### src/rtl/pfs_pkg.sv
// Shared constants, field layouts and carrier types of the PMU fault and status supervisor.
// Assumes a single 20 MHz system clock; every pin input arrives asynchronously.
package pfs_pkg;

  // ****************************************
  // Timing
  // ****************************************
  localparam int unsigned CLK_FREQ_HZ = 20_000_000;
  localparam int unsigned CYC_PER_MS = CLK_FREQ_HZ / 1000;
  localparam int unsigned SHUTDOWN_DELAY_MS = 100;
  localparam int unsigned SHUTDOWN_DELAY_CYC = SHUTDOWN_DELAY_MS * CYC_PER_MS;
  localparam int unsigned DETECT_LIMIT_MS = 200;
  // Longest time, so rounded down
  localparam int unsigned DETECT_LIMIT_CYC = DETECT_LIMIT_MS * CYC_PER_MS;
  localparam int unsigned SLOW_BLINK_PERIOD_MS = 2000;
  localparam int unsigned SLOW_BLINK_HALF_CYC = SLOW_BLINK_PERIOD_MS * CYC_PER_MS / 2;
  localparam int unsigned FAST_BLINK_PERIOD_MS = 250;
  localparam int unsigned FAST_BLINK_HALF_CYC = FAST_BLINK_PERIOD_MS * CYC_PER_MS / 2;

  // ****************************************
  // Register map
  // ****************************************
  localparam int APB_ADDR_W = 8;
  localparam int APB_DATA_W = 32;
  localparam logic [7:0] ADDR_CHARGER_CTRL = 8'h00;
  localparam logic [7:0] ADDR_KEEPALIVE_CTRL = 8'h04;
  localparam logic [7:0] ADDR_AUX_SETTINGS = 8'h08;
  localparam logic [7:0] ADDR_TYPE_DETECT = 8'h0C;
  localparam logic [7:0] ADDR_FAULT_STATUS = 8'h10;
  localparam logic [7:0] ADDR_IRQ_STATUS = 8'h14;
  localparam logic [7:0] ADDR_IRQ_MASK = 8'h18;

  // ****************************************
  // Field positions and reset values
  // ****************************************
  localparam int CC_BLINK_BIT = 0;
  localparam int CC_INTCTL_BIT = 1;
  localparam int KA_HOLD_BIT = 1;
  localparam int AUX_W = 4;
  localparam int TD_RUN_BIT = 0;
  localparam int TD_PRI_BIT = 1;
  localparam int TD_SEC_BIT = 2;
  localparam int TD_RES_LSB = 5;
  localparam int RES_W = 3;
  localparam int FAULT_W = 4;
  localparam int IRQ_W = 5;
  localparam int IRQ_DETECT_BIT = 4;
  localparam logic [1:0] TD_SEL_RESET = 2'h1;
  localparam logic [2:0] RESULT_NONE = 3'h0;
  localparam logic [AUX_W-1:0] AUX_RESET = 4'h0;
  localparam logic [IRQ_W-1:0] IRQ_MASK_RESET = 5'h00;

  // ****************************************
  // Types
  // ****************************************
  typedef enum logic [0:0] {
    DET_IDLE = 1'h0,
    DET_RUN  = 1'h1
  } pfs_det_e;

  // Asynchronous pin inputs from the analogue side
  typedef struct packed {
    logic enablePinHigh;
    logic groupEnableHigh;
    logic internalBelow1p3;
    logic internalBelow2p4;
    logic inputBelow3p3;
    logic batteryBelow1p3;
    logic overTemp;
    logic ledOvp;
    logic boostBelowSys;
    logic boostBelowAbs;
    logic boostSoftStartDone;
    logic boostFbLow;
    logic boostPrechargeDone;
    logic boostOverload;
    logic buckBoostFbLow;
    logic buckBoostSoftStartDone;
    logic firstBuckFbLow;
    logic firstBuckSoftStartDone;
    logic charging;
    logic chargeAbnormal;
    logic detectDone;
    logic [2:0] detectResult;
  } pfs_pins_s;

  // Latched switch-off commands; boostOff is bit 0
  typedef struct packed {
    logic pmuShutdown;
    logic firstBuckOff;
    logic buckBoostOff;
    logic boostOff;
  } pfs_fault_s;

endpackage

### src/rtl/pfs_delay_timer.sv
// Delay timer that expires after a condition has held without a break.
// Assumes trigger comes from logic on clk_sys; CYCLES is at least 2.
`timescale 1ns/100ps
module pfs_delay_timer #(
  parameter int unsigned CYCLES = pfs_pkg::SHUTDOWN_DELAY_CYC
) (
  // Clock and reset
  input wire logic clk_sys,
  input wire logic rst,
  // Condition and expiry
  input wire logic trigger,
  output logic expired
);
  import pfs_pkg::*;

  logic [31:0] cnt_r;
  logic expired_r;

  // ****************************************
  // Counter
  // ****************************************
  // Saturates after expiry so the pulse comes only once per run
  always_ff @(posedge clk_sys or posedge rst) begin
    if (rst) begin
      cnt_r <= 32'h0;
    end else if (!trigger) begin
      cnt_r <= 32'h0;
    end else if (cnt_r != CYCLES) begin
      cnt_r <= cnt_r + 32'h1;
    end
  end

  // One-cycle expiry pulse
  always_ff @(posedge clk_sys or posedge rst) begin
    if (rst) begin
      expired_r <= 1'h0;
    end else begin
      expired_r <= trigger && (cnt_r == CYCLES - 1);
    end
  end

  assign expired = expired_r;
endmodule

### src/rtl/pfs_supervisor.sv
// Top of the PMU fault and status supervisor: reset classes, charger type detection,
// charge indicator and converter protection latches, with an APB register slave.
// Assumes analogue comparators and detector drive pins asynchronously; APB on clk_sys.
//
// Summary of operation
// - Class E bits clear while enable pin low or internal supply below 1.3V.
// - Interrupt-control bit of charger control register belongs to class E.
// - Type detect register resets on input below 3.3V or internal below 1.3V.
// - Class H bit clears on enable low, low supplies, any protection, overtemperature, or LED overvoltage.
// - Class I bits clear like class H, but LED overvoltage does not clear them.
// - Three-bit charger type result changes only when a detection run finishes or the type detect register resets.
// - Detect running flag stays high for the whole detection run.
// - Indicator floats when idle; charging drives low or blinks at 0.5Hz.
// - Abnormal charge conditions blink the indicator at 4Hz regardless of mode.
// - Primary type detection always completes within 200ms of its start.
// - Boost output undervoltage switches boost off after 100ms and latches.
// - Boost feedback low after pre-charge switches boost off at once.
// - Boost overload held 100ms without break shuts down the whole unit.
// - Buck-boost feedback low after soft-start switches it off, latched.
// - First buck feedback low after soft-start switches it off, latched.
`timescale 1ns/100ps
module pfs_supervisor #(
  parameter int unsigned SHUTDOWN_CYC = pfs_pkg::SHUTDOWN_DELAY_CYC,
  parameter int unsigned DETECT_CYC = pfs_pkg::DETECT_LIMIT_CYC,
  parameter int unsigned SLOW_HALF_CYC = pfs_pkg::SLOW_BLINK_HALF_CYC,
  parameter int unsigned FAST_HALF_CYC = pfs_pkg::FAST_BLINK_HALF_CYC
) (
  // Clock and reset
  input wire logic clk_sys,
  input wire logic rst,
  // APB slave
  input wire logic psel,
  input wire logic penable,
  input wire logic pwrite,
  input wire logic [pfs_pkg::APB_ADDR_W-1:0] paddr,
  input wire logic [pfs_pkg::APB_DATA_W-1:0] pwdata,
  input wire logic [3:0] pstrb,
  output logic [pfs_pkg::APB_DATA_W-1:0] prdata,
  output logic pready,
  output logic pslverr,
  // Analogue side pins
  input wire pfs_pkg::pfs_pins_s pins,
  // Switch-off commands
  output pfs_pkg::pfs_fault_s switchOff,
  // Open-drain charge status indicator
  output logic chargeStatusOut,
  output logic chargeStatusOe,
  // Interrupt
  output logic irq
);
  import pfs_pkg::*;

  localparam int PIN_W = $bits(pfs_pins_s);

  // ****************************************
  // Pin synchronisers
  // ****************************************
  logic [PIN_W-1:0] pinRaw;
  logic [PIN_W-1:0] sync1_r;
  logic [PIN_W-1:0] sync2_r;
  logic [PIN_W-1:0] sync3_r;
  logic [PIN_W-1:0] pinFilt_r;
  pfs_pins_s pin;

  assign pinRaw = pins;

  // Three flops; a change counts once the last two agree
  for (genvar i = 0; i < PIN_W; i++) begin : g_sync
    always_ff @(posedge clk_sys or posedge rst) begin
      if (rst) begin
        sync1_r[i] <= 1'h0;
        sync2_r[i] <= 1'h0;
        sync3_r[i] <= 1'h0;
        pinFilt_r[i] <= 1'h0;
      end else begin
        sync1_r[i] <= pinRaw[i];
        sync2_r[i] <= sync1_r[i];
        sync3_r[i] <= sync2_r[i];
        if (sync2_r[i] == sync3_r[i]) begin
          pinFilt_r[i] <= sync3_r[i];
        end
      end
    end
  end

  assign pin = pfs_pins_s'(pinFilt_r);

  // ****************************************
  // APB slave
  // ****************************************
  logic pready_r;
  logic pslverr_r;
  logic [APB_DATA_W-1:0] prdata_r;
  logic apbAccess;
  logic apbDone;
  logic wrLow;
  logic [APB_DATA_W-1:0] rdData;
  logic rdHit;

  assign apbAccess = psel && penable;
  assign apbDone = apbAccess && pready_r;
  // Every register fits in byte lane 0
  assign wrLow = apbDone && pwrite && pstrb[0];

  // One wait state: pready rises in the second access cycle
  always_ff @(posedge clk_sys or posedge rst) begin
    if (rst) begin
      pready_r <= 1'h0;
      pslverr_r <= 1'h0;
      prdata_r <= 32'h0;
    end else begin
      pready_r <= apbAccess && !pready_r;
      pslverr_r <= apbAccess && !pready_r && !rdHit;
      if (apbAccess && !pready_r && !pwrite) begin
        prdata_r <= rdData;
      end else if (apbDone) begin
        prdata_r <= 32'h0;
      end
    end
  end

  // ****************************************
  // Reset classes and settings
  // ****************************************
  logic blinkSel_r;
  logic intCtl_r;
  logic keepHold_r;
  logic [AUX_W-1:0] aux_r;
  pfs_fault_s fault_r;
  logic classEClr;
  logic classHClr;
  logic classIClr;
  logic protCore;

  assign protCore = |fault_r;
  assign classEClr = !pin.enablePinHigh || pin.internalBelow1p3;
  assign classIClr = !pin.enablePinHigh || pin.internalBelow2p4 || pin.batteryBelow1p3 ||
                     protCore || pin.overTemp;
  assign classHClr = classIClr || pin.ledOvp;

  // Charger control: blink mode and the class E interrupt-control bit
  always_ff @(posedge clk_sys or posedge rst) begin
    if (rst) begin
      blinkSel_r <= 1'h0;
      intCtl_r <= 1'h0;
    end else begin
      if (wrLow && paddr == ADDR_CHARGER_CTRL) begin
        blinkSel_r <= pwdata[CC_BLINK_BIT];
      end
      if (classEClr) begin
        intCtl_r <= 1'h0;
      end else if (wrLow && paddr == ADDR_CHARGER_CTRL) begin
        intCtl_r <= pwdata[CC_INTCTL_BIT];
      end
    end
  end

  // Keep-alive hold bit (class H) and auxiliary bits (class I)
  always_ff @(posedge clk_sys or posedge rst) begin
    if (rst) begin
      keepHold_r <= 1'h0;
      aux_r <= AUX_RESET;
    end else begin
      if (classHClr) begin
        keepHold_r <= 1'h0;
      end else if (wrLow && paddr == ADDR_KEEPALIVE_CTRL) begin
        keepHold_r <= pwdata[KA_HOLD_BIT];
      end
      if (classIClr) begin
        aux_r <= AUX_RESET;
      end else if (wrLow && paddr == ADDR_AUX_SETTINGS) begin
        aux_r <= pwdata[AUX_W-1:0];
      end
    end
  end

  // ****************************************
  // Charger type detection
  // ****************************************
  pfs_det_e detState_r;
  logic [1:0] detSel_r;
  logic [RES_W-1:0] detResult_r;
  logic [31:0] detCnt_r;
  logic detClr;
  logic detStart;
  logic detFinish;
  logic detTimeout;
  logic detRun;

  assign detClr = pin.inputBelow3p3 || pin.internalBelow1p3;
  assign detRun = (detState_r == DET_RUN);
  assign detStart = wrLow && paddr == ADDR_TYPE_DETECT && !detRun &&
                    (pwdata[TD_PRI_BIT] || pwdata[TD_SEC_BIT]);
  // Forced end when the count reaches the limit minus one keeps the run at most DETECT_CYC cycles
  assign detTimeout = (detCnt_r == DETECT_CYC - 1);
  assign detFinish = detRun && !detClr && (pin.detectDone || detTimeout);

  // Run state
  always_ff @(posedge clk_sys or posedge rst) begin
    if (rst) begin
      detState_r <= DET_IDLE;
    end else if (detClr) begin
      detState_r <= DET_IDLE;
    end else begin
      unique case (detState_r)
        DET_IDLE: begin
          if (detStart) begin
            detState_r <= DET_RUN;
          end
        end
        DET_RUN: begin
          if (detFinish) begin
            detState_r <= DET_IDLE;
          end
        end
      endcase
    end
  end

  // Run length counter
  always_ff @(posedge clk_sys or posedge rst) begin
    if (rst) begin
      detCnt_r <= 32'h0;
    end else if (detClr || !detRun || detFinish) begin
      detCnt_r <= 32'h0;
    end else begin
      detCnt_r <= detCnt_r + 32'h1;
    end
  end

  // Selection bits and result; a timed-out run reports no charger
  always_ff @(posedge clk_sys or posedge rst) begin
    if (rst) begin
      detSel_r <= TD_SEL_RESET;
      detResult_r <= RESULT_NONE;
    end else if (detClr) begin
      detSel_r <= TD_SEL_RESET;
      detResult_r <= RESULT_NONE;
    end else begin
      if (wrLow && paddr == ADDR_TYPE_DETECT && !detRun) begin
        detSel_r <= pwdata[TD_SEC_BIT:TD_PRI_BIT];
      end
      if (detFinish) begin
        detResult_r <= pin.detectDone ? pin.detectResult : RESULT_NONE;
      end
    end
  end

  // ****************************************
  // Converter protection
  // ****************************************
  logic latchClr;
  logic boostSlowTrip;
  logic boostFastTrip;
  logic buckBoostTrip;
  logic firstBuckTrip;
  logic boostDelayExp;
  logic overloadExp;
  pfs_fault_s faultSet;

  // Supply reset or group enable low releases every latch
  assign latchClr = pin.internalBelow1p3 || !pin.groupEnableHigh;
  assign boostSlowTrip = pin.boostBelowSys || (pin.boostBelowAbs && pin.boostSoftStartDone);
  assign boostFastTrip = pin.boostFbLow && pin.boostPrechargeDone;
  assign buckBoostTrip = pin.buckBoostFbLow && pin.buckBoostSoftStartDone;
  assign firstBuckTrip = pin.firstBuckFbLow && pin.firstBuckSoftStartDone;

  pfs_delay_timer #(
    .CYCLES(SHUTDOWN_CYC)
  ) u_boost_delay (
    .clk_sys(clk_sys),
    .rst(rst),
    .trigger(boostSlowTrip && !latchClr && !fault_r.boostOff),
    .expired(boostDelayExp)
  );

  pfs_delay_timer #(
    .CYCLES(SHUTDOWN_CYC)
  ) u_overload_delay (
    .clk_sys(clk_sys),
    .rst(rst),
    .trigger(pin.boostOverload && !latchClr && !fault_r.pmuShutdown),
    .expired(overloadExp)
  );

  assign faultSet.boostOff = boostFastTrip || boostDelayExp;
  assign faultSet.buckBoostOff = buckBoostTrip;
  assign faultSet.firstBuckOff = firstBuckTrip;
  assign faultSet.pmuShutdown = overloadExp;

  // Latches hold until the release condition; release wins
  always_ff @(posedge clk_sys or posedge rst) begin
    if (rst) begin
      fault_r <= '0;
    end else if (latchClr) begin
      fault_r <= '0;
    end else begin
      fault_r <= fault_r | faultSet;
    end
  end

  assign switchOff = fault_r;

  // ****************************************
  // Charge status indicator
  // ****************************************
  logic [31:0] blinkCnt_r;
  logic blinkPhase_r;
  logic blinkWrap;
  logic chgOe_r;
  logic chgOut_r;
  logic [31:0] halfSel;

  assign halfSel = pin.chargeAbnormal ? FAST_HALF_CYC : SLOW_HALF_CYC;
  assign blinkWrap = (blinkCnt_r >= halfSel - 1);

  // Free-running blink base; a rate change may stretch one half period
  always_ff @(posedge clk_sys or posedge rst) begin
    if (rst) begin
      blinkCnt_r <= 32'h0;
      blinkPhase_r <= 1'h0;
    end else if (blinkWrap) begin
      blinkCnt_r <= 32'h0;
      blinkPhase_r <= !blinkPhase_r;
    end else begin
      blinkCnt_r <= blinkCnt_r + 32'h1;
    end
  end

  // Enable high pulls the pin low; abnormal outranks the blink mode
  always_ff @(posedge clk_sys or posedge rst) begin
    if (rst) begin
      chgOe_r <= 1'h0;
      chgOut_r <= 1'h0;
    end else begin
      chgOut_r <= 1'h0;
      if (pin.chargeAbnormal) begin
        chgOe_r <= blinkPhase_r;
      end else if (pin.charging) begin
        chgOe_r <= blinkSel_r ? blinkPhase_r : 1'h1;
      end else begin
        chgOe_r <= 1'h0;
      end
    end
  end

  assign chargeStatusOut = chgOut_r;
  assign chargeStatusOe = chgOe_r;

  // ****************************************
  // Interrupts and read mux
  // ****************************************
  logic [IRQ_W-1:0] irqStat_r;
  logic [IRQ_W-1:0] irqMask_r;
  logic [IRQ_W-1:0] irqEvent;
  logic [IRQ_W-1:0] irqW1c;
  logic irq_r;

  assign irqEvent = {detFinish, faultSet & ~fault_r & {FAULT_W{!latchClr}}};
  assign irqW1c = (wrLow && paddr == ADDR_IRQ_STATUS) ? pwdata[IRQ_W-1:0] : 5'h00;

  // Sticky status; a new event beats a clear in the same cycle
  always_ff @(posedge clk_sys or posedge rst) begin
    if (rst) begin
      irqStat_r <= 5'h00;
      irqMask_r <= IRQ_MASK_RESET;
      irq_r <= 1'h0;
    end else begin
      irqStat_r <= (irqStat_r & ~irqW1c) | irqEvent;
      if (wrLow && paddr == ADDR_IRQ_MASK) begin
        irqMask_r <= pwdata[IRQ_W-1:0];
      end
      irq_r <= |(irqStat_r & irqMask_r);
    end
  end

  assign irq = irq_r;

  // Read data; unmapped offsets answer with an error and zero
  always_comb begin
    rdData = 32'h0;
    rdHit = 1'h1;
    unique case (paddr)
      ADDR_CHARGER_CTRL: begin
        rdData[CC_BLINK_BIT] = blinkSel_r;
        rdData[CC_INTCTL_BIT] = intCtl_r;
      end
      ADDR_KEEPALIVE_CTRL: rdData[KA_HOLD_BIT] = keepHold_r;
      ADDR_AUX_SETTINGS: rdData[AUX_W-1:0] = aux_r;
      ADDR_TYPE_DETECT: begin
        rdData[TD_RES_LSB+RES_W-1:TD_RES_LSB] = detResult_r;
        rdData[TD_SEC_BIT:TD_PRI_BIT] = detSel_r;
        rdData[TD_RUN_BIT] = detRun;
      end
      ADDR_FAULT_STATUS: rdData[FAULT_W-1:0] = fault_r;
      ADDR_IRQ_STATUS: rdData[IRQ_W-1:0] = irqStat_r;
      ADDR_IRQ_MASK: rdData[IRQ_W-1:0] = irqMask_r;
      default: rdHit = 1'h0;
    endcase
  end

  assign prdata = prdata_r;
  assign pready = pready_r;
  assign pslverr = pslverr_r;
endmodule
### config.mk
export PLATFORM = sky130hd
export DESIGN_NAME = pfs_supervisor
export DESIGN_NICKNAME = d
export VERILOG_FILES = /design/src/rtl/pfs_pkg.sv /design/src/rtl/pfs_delay_timer.sv /design/src/rtl/pfs_supervisor.sv
export SDC_FILE = /design/constraint.sdc
export NUM_CORES = 1
export LEC_CHECK = 0
export ABC_CLOCK_PERIOD_IN_PS = 7200
export BUFFER_PORTS_ARGS = -buffer_cell sky130_fd_sc_hd__buf_2
export CELL_PAD_IN_SITES_DETAIL_PLACEMENT = 0
export CELL_PAD_IN_SITES_GLOBAL_PLACEMENT = 1
export CORE_MARGIN = 2
export CORE_UTILIZATION = 43
export DETAILED_ROUTE_END_ITERATION = 7
export PLACE_DENSITY = 0.83
export SETUP_SLACK_MARGIN = 0.1
export SYNTH_ARGS = -nofsm -noshare
export SYNTH_HDL_FRONTEND = slang
export SYNTH_SLANG_ARGS = --single-unit
### constraint.sdc
create_clock -name clk_sys -period 7.2 [get_ports clk_sys]
set_clock_uncertainty 0.05 [all_clocks]
set_input_delay 0 -clock clk_sys [delete_from_list [all_inputs] [get_ports clk_sys]]
set_output_delay 0 -clock clk_sys [all_outputs]
set_load 0.05 [all_outputs]
==> impl_metrics.yaml <==
floorplanning:
  die_area_um2: 27800
  initial_core_util_pct: 43.7
  fp.dieW_um: 167
  std_cell_rows: 59
  core_area_um2: 26100
  dieHeight_um: 167
  pin_count: 114
sta:
  finalCriticalPeriod_ns: 2.76
  fmaxAchievable_mhz: 362
  finalHoldViolCount: 0
  setup_tns_ns: 0
  rsz0062_at_grt: "false"
  slew_violations: 0
  setup_viol: 0
  fin_crit_sh_pct: 38.3
  worst_pin_slew_ns: 1.03
  slew_headroom_pct: 31.1
  setup_ws_ns: 4.44
pwr:
  ir_drop_uv: 176
  leakage_nw: 5.69
  cellPowerDensity_nw_per_um2: 243
  p_total_mw: 3.24
finish:
  multi_input_area_um2: 4480
  drive_gt1_share_pct: 12.9
  antenna_cells: 0
  seq_area_um2: 6660
  final_nets: 1209
  fillers: 2311
  area_growth_pct: 17.0
  finalNonFillerCells: 1477
clocking:
  cts-root-buf: "clkbuf_16"
  cts_resized: 0
  insertion_delay_ns: 0.54
  numCtsBuffers: 28
  cts_tree: "built"
  cts_buffer_depth: 3
  clkSinkCount: 266
  clk_pin_slew_ns: 0.06
  htree_levels: 1
synthesis:
  yosysWarnings: 0
  synth_edf_count: 0
  synth_cell_types: 66
  syn_area_um2: 11400
  ys_seq_elements: 266
  avgSynthCellArea_um2: 11.3
  async_reset_ff_share_pct: 100
  syn-instance-count: 1005
  synth-main-ff-cell: "dfrtp_1"
  seq_area_frac_synth_pct: 58.4
placed_design:
  dp.final_hpwl_um: 14800
  placed_cells: 1387
  place_ws_ns: 4.39
  place.gp.congestion: 0.795
  portBuffers: 58
critical_path:
  worst_r2r_path_depth: 8
  crit_path_start_kind: "flop"
  r2r-start: "pin[4]"
  crit_chain: "inv_1, ha_1, nand2_1, nor3_1, a2111oi_1, o41ai_4, buf_4, o21ba_2"
  crit_required_ns: 7.57
  cp_max_fo: 15
  regToRegSetupSlack_ns: 4.44
  worstSetupPathType: "flop to flop"
  crit_slowest_cell: "o41ai_4"
  slowest_delay_ns: 0.66
  critPathCaptureType: "flop"
  arrival_ns: 3.13
  startpoint: "pin[4]"
  reg2reg_to: "blinkCnt_r[25]"
routing:
  via_per_inst: 5.06
  ant_nets: 0
  routedWlPerCell_um: 15.0
  vias: 7475
  drt_iter0_markers: 460
  drc: 0
  drt-total-wl_um: 22100
  drt_pass1_iterations: 4
global_route:
  grt_pass1_vias: 7436
  grtUsageTotal_pct: 16.3
  grt_max_degree: 79
  antenna_found_initial: 0
  grt_overflow_total: 0
  grt_pass1_wl_um: 37900
job:
  maxCapViolCount: 0
worst_hold_path:
  hold_path.class: "input port to flop"
  hold_end: "prdata[3]"
  worstHoldStart: "paddr[5]"
  hold_depth: 5
outcome:
  status: "completed"
==> state kept, by name, indices dropped and copies added (netlist names), 2 cells and up <==
signal / cells
sync3_r: 24
sync2_r: 24
blinkCnt_r: 32
pin: 24
detCnt_r: 32
sync1_r: 24
switchOff: 4
prdata: 8
irqMask_r: 5
u_boost_delay.cnt_r: 32
irqStat_r: 5
aux_r: 4
u_overload_delay.cnt_r: 32
detResult_r: 3
detSel_r: 2
==> how the worst max path moves through the flow <==
stage,slack (ns),depth (start not counted),endpoint
2_1_floorplan,3.64,1,aux_r[0]
3_3_place_gp,4.44,8,blinkCnt_r[25]
3_5_place_dp,4.39,8,blinkCnt_r[25]
4_1_cts,4.38,8,blinkCnt_r[25]
5_1_grt,4.21,8,blinkCnt_r[25]
6_report,4.44,8,blinkCnt_r[25]
==> Yosys cell counts, drive strengths merged, types with 2 or more instances <==
master / number / area [um^2]
dfrtp: 265 / 6630
nor2: 153 / 574
xor2: 83 / 727
nand2: 61 / 229
nand3: 58 / 300
nand4: 47 / 322
buf: 37 / 263
maj3: 24 / 240
a21oi: 23 / 115
xnor2: 23 / 201
nor4: 22 / 195
nor3: 20 / 110
inv: 17 / 63.8
ha: 15 / 188
and3: 14 / 87.6
o21ai: 13 / 65.1
clkbuf: 12 / 46.3
mux2i: 12 / 120
and4: 10 / 90.1
or3: 9 / 56.3
mux2: 8 / 90.1
nor2b: 8 / 50.1
nor4b: 7 / 61.3
a22o: 6 / 52.6
nand2b: 4 / 25.0
nand3b: 4 / 30.0
o211ai: 4 / 30.0
or2: 4 / 25.0
or4: 4 / 33.8
a21o: 3 / 22.5
a22oi: 3 / 22.5
a31oi: 3 / 18.8
and2: 3 / 18.8
or3b: 3 / 26.3
a2111oi: 2 / 18.8
mux4: 2 / 45.0
nand4b: 2 / 17.5
o2bb2ai: 2 / 17.5
==> area by class of cell <==
type	count	area share (%)
flip-flops and latches	266	49.9
clock inverters	14	1.40
multi-input cells	703	33.6
well taps	335	3.14
repair buffers	105	5.55
clock buffers	37	5.89
inverters	17	0.507
==> layer usage <==
layer  wire length (um)  GRT usage (%)  part of all wire, %
met1              10500           23.7                   48
met3                971           2.90                  4.4
met5                  0              0                    0
met4                485           4.12                  2.2
met2              10100           25.4                   46
==> power by group <==
part | total [mW] | internal, mW | switching [mW]
registers | 1.57 | 1.54 | 0.0333
logic | 0.170 | 0.0530 | 0.117
clock network | 1.50 | 0.912 | 0.586
total | 3.24 | 2.51 | 0.736
==> kinds of logic after synthesis <==
kind of cell               after synthesis  synth area share, %
AOI/OAI and AO/OA                       69                 4.14
xor gates and xnor gates               106                 8.15
adders and majority gates               39                 3.75
buffers and inverters                   66                 3.27
DFF                                    266                 58.4
muxes                                   22                 2.24
other                                    1               0.0329
and+or+nand+nor                        436                 20.0
==> critical path: cells and delay by family, from the launching register on <==
family | cells | cell delay, ns
DFF | 1 | 0.60
and+or+nand+nor | 2 | 0.22
AOI/OAI and AO/OA | 3 | 0.98
buffers and inverters | 2 | 0.50
adders and majority gates | 1 | 0.30
==> stage by stage <==
step                cell area (um^2)  hold slack [ns]  utilization (%)
detailed placement             12000           0.0593             46.0
finish                         13300           0.0289             51.2
floorplan                      11500          -0.0186                -
CTS                            13300          0.00102             51.2
global placement               12000           0.0576             46.0
global route                   13300           0.0306             51.2
==> placed cells by master, fill, tap and decap left out, types with 17 or more instances in the layout <==
cell type and count:
dfrtp_1 265, nor2_1 153, xor2_1 83, nand2_1 61
buf_2 58, nand3_1 56, nand4_1 44, dlygate4sd3_1 39
conb_1 31, clkbuf_16 29, maj3_1 24, a21oi_1 23
xnor2_1 23, nor3_1 18, nor4_1 17
==> what timing repair did <==
item	4_1_cts	5_1_grt
buffers inserted	0	0
hold buffers	39	0
hold endpoints to repair	99	0
(Power assumes the default switching activity.)
